$ cat src/lcb_pkg.sv
// constants for the loop compensation and bias configuration registers
package lcb_pkg;
  // command codes
  localparam logic [7:0] CMD_COMP = 8'hb1;
  localparam logic [7:0] CMD_BIAS = 8'hb5;
  localparam logic [7:0] CMD_STORE_ALL = 8'h15;
  localparam logic [7:0] CMD_RESTORE_ALL = 8'h16;
  localparam logic [7:0] CMD_OVERRIDE = 8'hee;
  // block byte counts
  localparam logic [7:0] COMP_BYTES = 8'h05;
  localparam logic [7:0] BIAS_BYTES = 8'h01;
  localparam int COMP_WIDTH = 40;
  // compensation field positions
  localparam int CZI_HI_LSB = 24;
  localparam int CZI_LO_LSB = 38;
  localparam int CPI_LSB = 33;
  localparam int CZI_MUL_BIT = 32;
  localparam int RVI_LSB = 26;
  localparam int CZV_HI_LSB = 8;
  localparam int CZV_LO_LSB = 22;
  localparam int CPV_LSB = 17;
  localparam int RVV_LSB = 10;
  localparam int GMV_LSB = 4;
  localparam int GMI_LSB = 0;
  // bias register fields
  localparam int BIAS_CODE_LSB = 4;
  localparam logic [3:0] BIAS_RSVD = 4'h0;
  localparam logic [3:0] BIAS_CODE_MIN = 4'h3;
  localparam logic [3:0] BIAS_CODE_MAX = 4'ha;
  // reset images of the nonvolatile copy
  localparam logic [39:0] COMP_RST = 40'h00_0000_0000;
  localparam logic [3:0] BIAS_RST = 4'h8;
  // timing
  localparam int CLK_PERIOD_NS = 5;
  localparam real TXN_MAX_MS = 1.0;
  localparam real ACTION_MAX_MS = 1.0;
  localparam int TXN_MAX_CYC = int'(TXN_MAX_MS * 1000000.0) / CLK_PERIOD_NS;
  localparam int ACTION_MAX_CYC =
    int'(ACTION_MAX_MS * 1000000.0) / CLK_PERIOD_NS;
endpackage

$ cat src/lcb_config_regs.sv
// compensation and bias configuration registers behind block transactions
//
// Operation
// current integrating cap code, bits 25:24,39:38
// current filter cap code in bits 37:33
// bit 32 doubles current integrating cap
// current gain resistor code in bits 31:26
// voltage integrating cap code, bits 9:8,23:22
// voltage filter cap code in bits 21:17
// voltage gain resistor code in bits 15:10
// host writes zero to reserved compensation bits
// voltage transconductance exponent in bits 5:4
// current transconductance exponent in bits 1:0
// writes while converting wait for update path
// writes while stopped reach loop directly
// store, clear override, restore or cycle supply
// bias register uses block transfers, one byte
// bias transfer and apply within 1 ms
// bias codes 3h to Ah valid only
// bias bits 3:0 read as zero
// host avoids lowest bias without external supply
// compensation is 40-bit block at B1h
// invalid bias code rejected, flagged, kept
`timescale 1ns/100ps
module lcb_config_regs #(
  parameter int MAX_TXN_CYC = lcb_pkg::TXN_MAX_CYC
) (
  input wire logic clock,
  input wire logic resetn,
  input wire logic txn_start,
  input wire logic [7:0] txn_cmd,
  input wire logic txn_read,
  input wire logic wr_valid,
  input wire logic [7:0] wr_data,
  input wire logic rd_req,
  input wire logic txn_stop,
  input wire logic conv_enable,
  input wire logic store_all,
  input wire logic restore_all,
  input wire logic strap_override_mask,
  input wire logic analog_supply_input,
  output logic [7:0] rd_data,
  output logic rd_valid,
  output logic txn_done,
  output logic nack_data,
  output logic nack_cmd,
  output logic txn_timeout,
  output logic comp_pending,
  output logic [3:0] cur_integ_cap_code,
  output logic [4:0] cur_filter_cap_code,
  output logic cur_integ_cap_doubler,
  output logic [5:0] cur_gain_res_code,
  output logic [3:0] volt_integ_cap_code,
  output logic [4:0] volt_filter_cap_code,
  output logic [5:0] volt_gain_res_code,
  output logic [1:0] volt_transcond_exp,
  output logic [1:0] cur_transcond_exp,
  output logic [3:0] bias_voltage_code,
  output logic bias_apply
);
  localparam int TW = $clog2(MAX_TXN_CYC + 1);
  localparam int XB = 5;

  typedef struct packed {
    logic [39:0] pm_comp;
    logic [3:0] pm_bias;
    logic [39:0] nvm_comp;
    logic [3:0] nvm_bias;
    logic [39:0] act_comp;
    logic [3:0] act_bias;
    logic analog_supply_input_s1;
    logic analog_supply_input_s2;
    logic analog_supply_input_prev;
    logic in_txn;
    logic is_read;
    logic sel_bias;
    logic [TW-1:0] timer;
    logic bias_apply;
    logic txn_done;
    logic nack_data;
    logic nack_cmd;
    logic txn_timeout;
  } lcb_regs_t;

  lcb_regs_t s_r;
  lcb_regs_t s_nxt;

  logic hit_comp;
  logic hit_bias;
  logic start_hit;
  logic blk_wr;
  logic blk_rd;
  logic blk_load;
  logic [8*XB-1:0] load_data;
  logic [7:0] load_count;
  logic [8*XB-1:0] cap_data;
  logic [7:0] cap_count;
  logic [7:0] cap_bytes;
  logic [3:0] wr_code;
  logic comp_ok;
  logic bias_len_ok;
  logic bias_code_ok;
  logic supply_cycled;

  // command decode for the two blocks served here
  assign hit_comp = (txn_cmd == lcb_pkg::CMD_COMP);
  assign hit_bias = (txn_cmd == lcb_pkg::CMD_BIAS);
  assign start_hit = txn_start && !s_r.in_txn && (hit_comp || hit_bias);
  assign blk_wr = wr_valid && s_r.in_txn && !s_r.is_read;
  assign blk_rd = rd_req && s_r.in_txn && s_r.is_read;
  assign blk_load = start_hit && txn_read;

  // read image: byte count first, then data low byte first
  always_comb begin
    if (hit_bias) begin
      load_count = lcb_pkg::BIAS_BYTES;
      load_data = {32'h0000_0000, s_r.pm_bias, lcb_pkg::BIAS_RSVD};
    end else begin
      load_count = lcb_pkg::COMP_BYTES;
      load_data = s_r.pm_comp;
    end
  end

  lcb_blk_xfer #(
    .BYTES(XB)
  ) u_xfer (
    .clock(clock),
    .resetn(resetn),
    .clear(start_hit),
    .wr_valid(blk_wr),
    .wr_data(wr_data),
    .load(blk_load),
    .load_data(load_data),
    .load_count(load_count),
    .rd_req(blk_rd),
    .cap_data(cap_data),
    .cap_count(cap_count),
    .cap_bytes(cap_bytes),
    .rd_data(rd_data),
    .rd_valid(rd_valid)
  );

  // write checks on the collected block
  assign comp_ok = (cap_count == lcb_pkg::COMP_BYTES) &&
                   (cap_bytes == lcb_pkg::COMP_BYTES);
  assign bias_len_ok = (cap_count == lcb_pkg::BIAS_BYTES) &&
                       (cap_bytes == lcb_pkg::BIAS_BYTES);
  assign wr_code = cap_data[lcb_pkg::BIAS_CODE_LSB +: 4];
  assign bias_code_ok = (wr_code >= lcb_pkg::BIAS_CODE_MIN) &&
                        (wr_code <= lcb_pkg::BIAS_CODE_MAX);

  // supply brought back above lockout
  assign supply_cycled = s_r.analog_supply_input_s2 && !s_r.analog_supply_input_prev;

  always_comb begin
    s_nxt = s_r;
    s_nxt.bias_apply = 1'b0;
    s_nxt.txn_done = 1'b0;
    s_nxt.nack_data = 1'b0;
    s_nxt.nack_cmd = 1'b0;
    s_nxt.txn_timeout = 1'b0;
    s_nxt.analog_supply_input_s1 = analog_supply_input;
    s_nxt.analog_supply_input_s2 = s_r.analog_supply_input_s1;
    s_nxt.analog_supply_input_prev = s_r.analog_supply_input_s2;

    // transaction framing
    if (!s_r.in_txn) begin
      if (start_hit) begin
        s_nxt.in_txn = 1'b1;
        s_nxt.is_read = txn_read;
        s_nxt.sel_bias = hit_bias;
        s_nxt.timer = '0;
      end else if (txn_start && !s_r.in_txn) begin
        s_nxt.nack_cmd = 1'b1;
      end
    end else if (txn_stop) begin
      s_nxt.in_txn = 1'b0;
      s_nxt.txn_done = 1'b1;
      if (!s_r.is_read) begin
        if (s_r.sel_bias) begin
          if (bias_len_ok && bias_code_ok) begin
            s_nxt.pm_bias = wr_code;
            // applied on the fly, next edge
            s_nxt.act_bias = wr_code;
            s_nxt.bias_apply = 1'b1;
          end else begin
            // previous setting stays
            s_nxt.nack_data = 1'b1;
          end
        end else if (comp_ok) begin
          s_nxt.pm_comp = cap_data;
          if (!conv_enable) begin
            s_nxt.act_comp = cap_data;
          end
          // while converting only the bus copy changes
        end else begin
          s_nxt.nack_data = 1'b1;
        end
      end
    end else if (s_r.timer == TW'(MAX_TXN_CYC - 1)) begin
      // stuck transfer abandoned, nothing is written
      s_nxt.in_txn = 1'b0;
      s_nxt.txn_timeout = 1'b1;
    end else begin
      s_nxt.timer = s_r.timer + TW'(1);
    end

    // save bus copies to the nonvolatile image
    if (store_all) begin
      s_nxt.nvm_comp = s_r.pm_comp;
      s_nxt.nvm_bias = s_r.pm_bias;
    end

    // reload from the image; loop takes it unless strap overrides
    if (restore_all || supply_cycled) begin
      s_nxt.pm_comp = s_r.nvm_comp;
      s_nxt.pm_bias = s_r.nvm_bias;
      s_nxt.act_bias = s_r.nvm_bias;
      s_nxt.bias_apply = 1'b1;
      if (!strap_override_mask) begin
        s_nxt.act_comp = s_r.nvm_comp;
      end
    end
  end

  always_ff @(posedge clock or negedge resetn) begin
    if (!resetn) begin
      s_r <= '0;
      s_r.pm_comp <= lcb_pkg::COMP_RST;
      s_r.nvm_comp <= lcb_pkg::COMP_RST;
      s_r.act_comp <= lcb_pkg::COMP_RST;
      s_r.pm_bias <= lcb_pkg::BIAS_RST;
      s_r.nvm_bias <= lcb_pkg::BIAS_RST;
      s_r.act_bias <= lcb_pkg::BIAS_RST;
    end else begin
      s_r <= s_nxt;
    end
  end

  // status
  assign txn_done = s_r.txn_done;
  assign nack_data = s_r.nack_data;
  assign nack_cmd = s_r.nack_cmd;
  assign txn_timeout = s_r.txn_timeout;
  assign bias_apply = s_r.bias_apply;
  assign comp_pending = (s_r.pm_comp != s_r.act_comp);

  // loop settings in force
  assign cur_integ_cap_code =
    {s_r.act_comp[lcb_pkg::CZI_HI_LSB +: 2],
     s_r.act_comp[lcb_pkg::CZI_LO_LSB +: 2]};
  assign cur_filter_cap_code = s_r.act_comp[lcb_pkg::CPI_LSB +: 5];
  assign cur_integ_cap_doubler = s_r.act_comp[lcb_pkg::CZI_MUL_BIT];
  assign cur_gain_res_code = s_r.act_comp[lcb_pkg::RVI_LSB +: 6];
  assign volt_integ_cap_code =
    {s_r.act_comp[lcb_pkg::CZV_HI_LSB +: 2],
     s_r.act_comp[lcb_pkg::CZV_LO_LSB +: 2]};
  assign volt_filter_cap_code = s_r.act_comp[lcb_pkg::CPV_LSB +: 5];
  assign volt_gain_res_code = s_r.act_comp[lcb_pkg::RVV_LSB +: 6];
  assign volt_transcond_exp = s_r.act_comp[lcb_pkg::GMV_LSB +: 2];
  assign cur_transcond_exp = s_r.act_comp[lcb_pkg::GMI_LSB +: 2];
  assign bias_voltage_code = s_r.act_bias;
endmodule

$ cat src/lcb_blk_xfer.sv
// byte collector and byte server for one block transaction
`timescale 1ns/100ps
module lcb_blk_xfer #(
  parameter int BYTES = 5
) (
  input wire logic clock,
  input wire logic resetn,
  input wire logic clear,
  input wire logic wr_valid,
  input wire logic [7:0] wr_data,
  input wire logic load,
  input wire logic [8*BYTES-1:0] load_data,
  input wire logic [7:0] load_count,
  input wire logic rd_req,
  output logic [8*BYTES-1:0] cap_data,
  output logic [7:0] cap_count,
  output logic [7:0] cap_bytes,
  output logic [7:0] rd_data,
  output logic rd_valid
);
  typedef struct packed {
    logic [8*BYTES-1:0] data;
    logic [7:0] count;
    logic [7:0] got;
    logic seen_count;
    logic [8*BYTES+7:0] shift;
    logic [7:0] rd_data;
    logic rd_valid;
  } lcb_blk_t;

  lcb_blk_t s_r;
  lcb_blk_t s_nxt;

  always_comb begin
    s_nxt = s_r;
    s_nxt.rd_valid = 1'b0;
    if (clear) begin
      s_nxt.data = '0;
      s_nxt.count = 8'h00;
      s_nxt.got = 8'h00;
      s_nxt.seen_count = 1'b0;
    end else if (wr_valid) begin
      // byte count comes first, data follows low byte first
      if (!s_r.seen_count) begin
        s_nxt.count = wr_data;
        s_nxt.seen_count = 1'b1;
      end else begin
        if (s_r.got < 8'(BYTES)) begin
          s_nxt.data[s_r.got*8 +: 8] = wr_data;
        end
        if (s_r.got != 8'hff) begin
          s_nxt.got = s_r.got + 8'h01;
        end
      end
    end
    if (load) begin
      s_nxt.shift = {load_data, load_count};
    end else if (rd_req) begin
      s_nxt.rd_data = s_r.shift[7:0];
      s_nxt.shift = {8'h00, s_r.shift[8*BYTES+7:8]};
      s_nxt.rd_valid = 1'b1;
    end
  end

  always_ff @(posedge clock or negedge resetn) begin
    if (!resetn) begin
      s_r <= '0;
    end else begin
      s_r <= s_nxt;
    end
  end

  assign cap_data = s_r.data;
  assign cap_count = s_r.count;
  assign cap_bytes = s_r.got;
  assign rd_data = s_r.rd_data;
  assign rd_valid = s_r.rd_valid;
endmodule

$ cat config.mk
export PLATFORM = sky130hd
export DESIGN_NAME = lcb_config_regs
export DESIGN_NICKNAME = d
export VERILOG_FILES = /design/src/lcb_pkg.sv /design/src/lcb_config_regs.sv /design/src/lcb_blk_xfer.sv
export SDC_FILE = /design/constraint.sdc
export NUM_CORES = 1
export LEC_CHECK = 0
export BUFFER_PORTS_ARGS = -buffer_cell sky130_fd_sc_hd__buf_4
export CAP_MARGIN = 0
export CELL_PAD_IN_SITES_DETAIL_PLACEMENT = 0
export CELL_PAD_IN_SITES_GLOBAL_PLACEMENT = 1
export CORE_MARGIN = 2
export CORE_UTILIZATION = 35
export DETAILED_ROUTE_END_ITERATION = 7
export HOLD_SLACK_MARGIN = 0.1
export MAX_ROUTING_LAYER = met4
export PLACE_DENSITY = 0.68
export SYNTH_ARGS = -nofsm -noshare
export SYNTH_HDL_FRONTEND = slang
export SYNTH_HIERARCHICAL = 1
export SYNTH_SLANG_ARGS = --single-unit
$ cat constraint.sdc
create_clock -name clock -period 4 [get_ports clock]
set_input_delay 0.2 -clock clock [delete_from_list [all_inputs] [get_ports clock]]
set_output_delay 0.2 -clock clock [all_outputs]
set_load 0.1 [all_outputs]
; Word level (Yosys, flattened, before mapping)
; Index checks and enable logic that the tools add are counted.
[word_totals]
wordCells = 137
latchBits = 0
ramBits = 0
n_memories = 0
reg_bits = 275
romBits = 0
out_inout_bits = 54
[classes]
bitwise = 2
div = 0
n_shift = 2
eq_ne = 14
reduce_logical = 36
magnitude_cmp = 3
addsub = 3
mul = 0
muxes = 52
[ops]
columns = cell, count
row1 = two-way mux 40 bit, 9
row2 = two-way mux 44 bit, 8
row3 = two-way mux 57 bit, 3
row4 = two-way mux 18 bit, 3
row5 = two-way mux 48 bit, 1
row6 = bitwise mux 40 bit, 1
row7 = inequality test 40 bit, 1
row8 = "variable shift 8 x 34 -> 40 bit, first input constant", 1
row9 = indexed part select 8 x 34 -> 40 bit, 1
row10 = negator 11 -> 34 bit, 1
row11 = two-way mux 8 bit, 3
row12 = nonzero test 2 bit, 11
row13 = two-way mux 21 bit, 1
row14 = "adder 18 x 1 -> 18 bit, second input constant", 1
row15 = "equality test 18 bit, second input constant", 1
row16 = two-way mux 1 bit, 18
row17 = "equality test 8 x 1 -> 1 bit, second input constant", 2
row18 = "equality test 8 x 3 -> 1 bit, second input constant", 2
row19 = "equality test 8 bit, second input constant", 2
row20 = logical AND 1 bit, 12
row21 = AND reduction 5 bit, 2
row22 = two-way mux 3 bit, 3
row23 = AND reduction 3 bit, 3
row24 = "adder 8 x 1 -> 8 bit, second input constant", 1
row25 = other kinds (11), 21

; Logic depth before layout (Yosys ltp)
[depth]
depth_word = 10
mapped_depth = 11
mapped_depth_nobuf = 8

; By module
; Netlist, hierarchy kept.
[modules_own_cells]
columns = mod, seq_area_each_um2, area_each_um2, cells_per_inst, instances
row1 = lcb_config_regs, 4032.6, 8455.6, 891, 1
row2 = lcb_blk_xfer, 2852.7, 6012.0, 587, 1

; Least setup slack after synthesis
; No wires, ideal clock.
[synth_path]
path_kind = reg-to-reg
startpoint = register u_xfer.s_r, in the netlist u_xfer/cap_bytes[4]
endpoint = register u_xfer.s_r, in the netlist u_xfer/cap_data[35]
path_stages_with_launch = 12
slack_ns = 0.922
synth_period_minus_slack_ns = 3.078
arrival_time_ns = 3.000
path_cell_list = dfrtp_1 buf_6 or4_4 nor4_1 ha_1 and2_1 nor4_1 o2111a_1 clkbuf_1 clkbuf_1 nand4_1 a21oi_1
[synth_via]
elab_chain_cells = 7
word_cells_on_any_way = 11
classes_between = 1 x add/sub / 1 x order compare / 2 x shift / 5 x mux / 2 x reduce/logical
[synth_lines]
columns = element, line_no
row1 = "start, declared", lcb_blk_xfer.sv:31  ; lcb_blk_t s_r;
row2 = "start signal, assigned", lcb_blk_xfer.sv:69  ; s_r <= s_nxt;
row3 = negator 11 -> 34 bit, lcb_blk_xfer.sv:49  ; s_nxt.data[s_r.got*8 +: 8] = wr_data;
row4 = indexed part select 8 x 34 -> 40 bit or variable shift 8 x 34 -> 40 bit (tied branches), lcb_blk_xfer.sv:49
row5 = bitwise mux 40 bit, lcb_blk_xfer.sv:49
row6 = two-way mux 40 bit, lcb_blk_xfer.sv:48  ; if (s_r.got < 8'(BYTES)) begin
row7 = two-way mux 40 bit, lcb_blk_xfer.sv:44  ; if (!s_r.seen_count) begin
row8 = two-way mux 57 bit, lcb_blk_xfer.sv:42  ; end else if (wr_valid) begin
row9 = two-way mux 57 bit, lcb_blk_xfer.sv:37  ; if (clear) begin
; Several ways; a longest one is shown, not always the timed one. The select of a mux whose other input is x is not followed.
; A chain may end at the register's enable or synchronous reset.

; Worst setup path after layout
[layout_path]
startpoint = register u_xfer.s_r, in the netlist u_xfer/cap_bytes[4]
endpoint = register u_xfer.s_r, in the netlist u_xfer/cap_data[19]
; The elaborated chain is that of the path after synthesis.

==> reports/results.ini <==
[cts]
clk_latency_ns = 0.57
cts_resized = 0
clkTransAtPathRegs_ns = 0.06
cts_max_path_buffers = 3
clock-sinks = 275
cts_htree_levels = 1
ctsRootBufferMaster = clkbuf_16
cts_made_buffers = 31
cts_tree = built

[synthesis]
ys_seq_area_frac = 0.476
synthDistinctLibCells = 59
synth_edf_count = 0
ys.flop_type = dfrtp_1
yosys_warnings = 6
ys_ff_latch = 275
synth_area_um2 = 14500
synthArstFlopShare = 1.00
avgSynthCellArea_um2 = 9.79
syn-instance-count = 1478

[finish]
drive_gt1_frac = 0.174
final_area_um2 = 16000
instances_no_fill = 1976
register_area_um2 = 6890
fin_util = 0.392
diodes = 0
nets = 1453
syn2layout_area_growth_pct = 10.7
multi_input_area_um2 = 6340
fillers = 4031

[global_routing]
grt.overflow.total = 0
met3_usage = 0.0307
top_usage_layer = met2
grt_pass1_wl_mm = 65.6
grtUsageTotal = 0.197
globalRouteMet2Util = 0.295
grtUsageMet1 = 0.272
grt_pass1_vias = 10800
grt_max_degree = 121
antenna_found_initial = 0

[pwr]
power.density_nw_per_um2 = 610
vdd_drop_max_mv = 0.401
power_mw = 9.77
p_switching_mw = 3.67
comb_power_share = 0.289
p_seq_frac = 0.402
internal-power_mw = 6.10
swShare = 0.375
power_frac_clock = 0.309
p_leak_nw = 6.30

[placed_design]
hpwl_mm = 26.8
placed_area_um2 = 14800
dp.cells = 1904
io_buffers = 81
globalplace.congestion = 0.851
pre_cts_ws_ns = 0.547

[timing]
rsz0062_at_grt = no
tightest_slew_ns = 1.11
hold_violations = 0
drv_slew = 0
timing.hold.ws_ns = 0.148
fin_skew_ns = 0.0138
final-setup-viol-count = 0
period_needed_ns = 3.44
fmax_mhz = 291
finalSetupTns_ns = 0
finalCritPeriodShare = 0.859
setup_ws_ns = 0.564
timing.slew.headroom = 0.258

[die]
placeableCoreArea_um2 = 40800
die-width_um = 207
die_y_um = 207
rows = 74
dieArea_um2 = 43000
start_util = 0.354
io_pins = 82

[worst_setup_path]
start_kind = flip-flop
arrival_ns = 3.86
required_ns = 4.42
path_class = reg -> reg
end_kind = flip-flop
crit_fanout = 19

[run_status]
status = complete, no violations

[route]
vias = 10900
drc_errors = 0
postRouteAntennaNets = 0
wl_per_cell_um = 21.0
first_pass_iters = 7
initialDrtViolationCount = 940
via_per_inst = 5.54
routed_wl_mm = 41.4

[worst_hold_path]
hold_class = in -> reg

[job]
maxCapViolations = 0

## registers in the layout, summed over array words and instances (netlist names), 2 cells and up
name and flops:
s_r 115, u_xfer/cap_data 40, cur_gain_res_code 6, volt_gain_res_code 6, bias_voltage_code 4, u_xfer/cap_bytes 8
s_nxt 2, cur_transcond_exp 2, volt_filter_cap_code 5, cur_filter_cap_code 5, u_xfer/cap_count 8, u_xfer/rd_data 8
volt_integ_cap_code 4, u_xfer/s_r 49, volt_transcond_exp 2, cur_integ_cap_code 4
## final cells by class
class                   instances  area share
repair buffers                122      0.0617
clock buffers                  45      0.0561
flip-flops and latches        275       0.430
well taps                     532      0.0416
clock inverters                11      0.0114
multi-input cells             978       0.396
inverters                      13     0.00305
## cell usage after synthesis (5+ instances only)
library cell	count	area [µm²]
o31ai_1	32	240
nand2_1	59	221
a31oi_1	81	507
clkbuf_1	90	338
mux2_2	72	811
xor2_1	14	123
nor4_1	10	62.6
xnor2_1	36	315
nor3_1	9	45.0
o21ai_0	136	681
and3_1	20	125
nand2b_1	12	75.1
nor3b_1	17	128
nor2b_1	45	282
nor2_1	113	424
dfrtp_1	272	6810
nand4_1	82	513
mux2i_1	52	521
and2_1	13	81.3
or2_2	5	31.3
or4_1	5	37.5
inv_1	13	48.8
a22o_1	8	70.1
a21oi_1	84	420
buf_4	104	781
buf_2	17	85.1
nand3_1	12	60.1
## final timing paths
check                                                     start  depth (start not counted)                              end  slack, ns
min in group asynchronous                                resetn                          2             bias_apply$_DFF_PN0_       0.30
worst min-delay path                                 wr_data[7]                          5  u_xfer/cap_count[7]$_DFFE_PN0P_       0.15
worst max-delay path            u_xfer/cap_bytes[4]$_DFFE_PN0P_                          8  u_xfer/cap_data[19]$_DFFE_PN0P_       0.56
max in group asynchronous                                resetn                          3  u_xfer/cap_data[12]$_DFFE_PN0P_       2.55
worst min register to register              s_nxt[27]$_DFF_PN0_                          0              s_nxt[26]$_DFF_PN0_       0.35
worst max register to register  u_xfer/cap_bytes[4]$_DFFE_PN0P_                          8  u_xfer/cap_data[19]$_DFFE_PN0P_       0.56
## layout by cell type, fill, tap and decap left out, types with 8 or more instances in the layout
master         Yosys  layout
nor3b_1           17      17
nand2b_1          12      12
a31oi_1           81      81
o31ai_1           32      32
nand4_1           82      82
mux2i_1           52      52
xor2_1            14      14
clkbuf_16          0      31
nor2_1           113     111
and2_1            13      12
and3_1            20      19
mux2_2            72      72
o21ai_0          136     136
a21oi_1           84      84
dlygate4sd3_1      0      16
xnor2_1           36      36
buf_4            104     103
nor2b_1           45      45
nor3_1             9       9
inv_1             13      12
nand2_1           59      58
a22o_1             8       8
nand3_1           12      12
dfrtp_1          272     272
nor4_1            10      10
## repair_timing
action                    CTS  global route
hold endpoints to repair  146             0
buffers inserted            0             0
hold buffers               16             0
## routing by layer
layer,up-vias,routed length (µm)
li1,5104,-
met1,5464,18800
met2,305,19100
met3,76,2140
met4,0,1320
met5,-,0
## power by group through the flow
stage / sequential, mW / clock, mW / combinational [mW]
6_report: 3.93 / 3.02 / 2.82
5_1_grt: 3.99 / 3.21 / 3.03
4_1_cts: 3.91 / 3.09 / 2.84
3_5_place_dp: 3.96 / 0 / 2.83
3_3_place_gp: 3.94 / 0 / 2.80
2_1_floorplan: 3.75 / 0 / 2.37
## critical path: stages (launching register included)
cell and delay [ns]:
dfrtp_1 0.50, or4_4 0.61, nor4_1 0.22, ha_1 0.22, or3b_2 0.48, a211oi_4 0.33, nor2_2 0.21, nor3_1 0.54
o21ai_0 0.18
## cells by family (layout without fill, tap and decap cells)
family | count (synthesis) | count (layout) | share of synthesized area
AOI/OAI and AO/OA | 367 | 367 | 0.151
xor gates and xnor gates | 50 | 50 | 0.0303
adders and majority gates | 4 | 4 | 0.00346
buffers and inverters | 230 | 191 | 0.0892
DFF | 275 | 275 | 0.476
muxes | 124 | 124 | 0.0920
other | 2 | 7 | 0.000519
and+or+nand+nor | 426 | 426 | 0.158
Power figures use the tool's default switching activity.
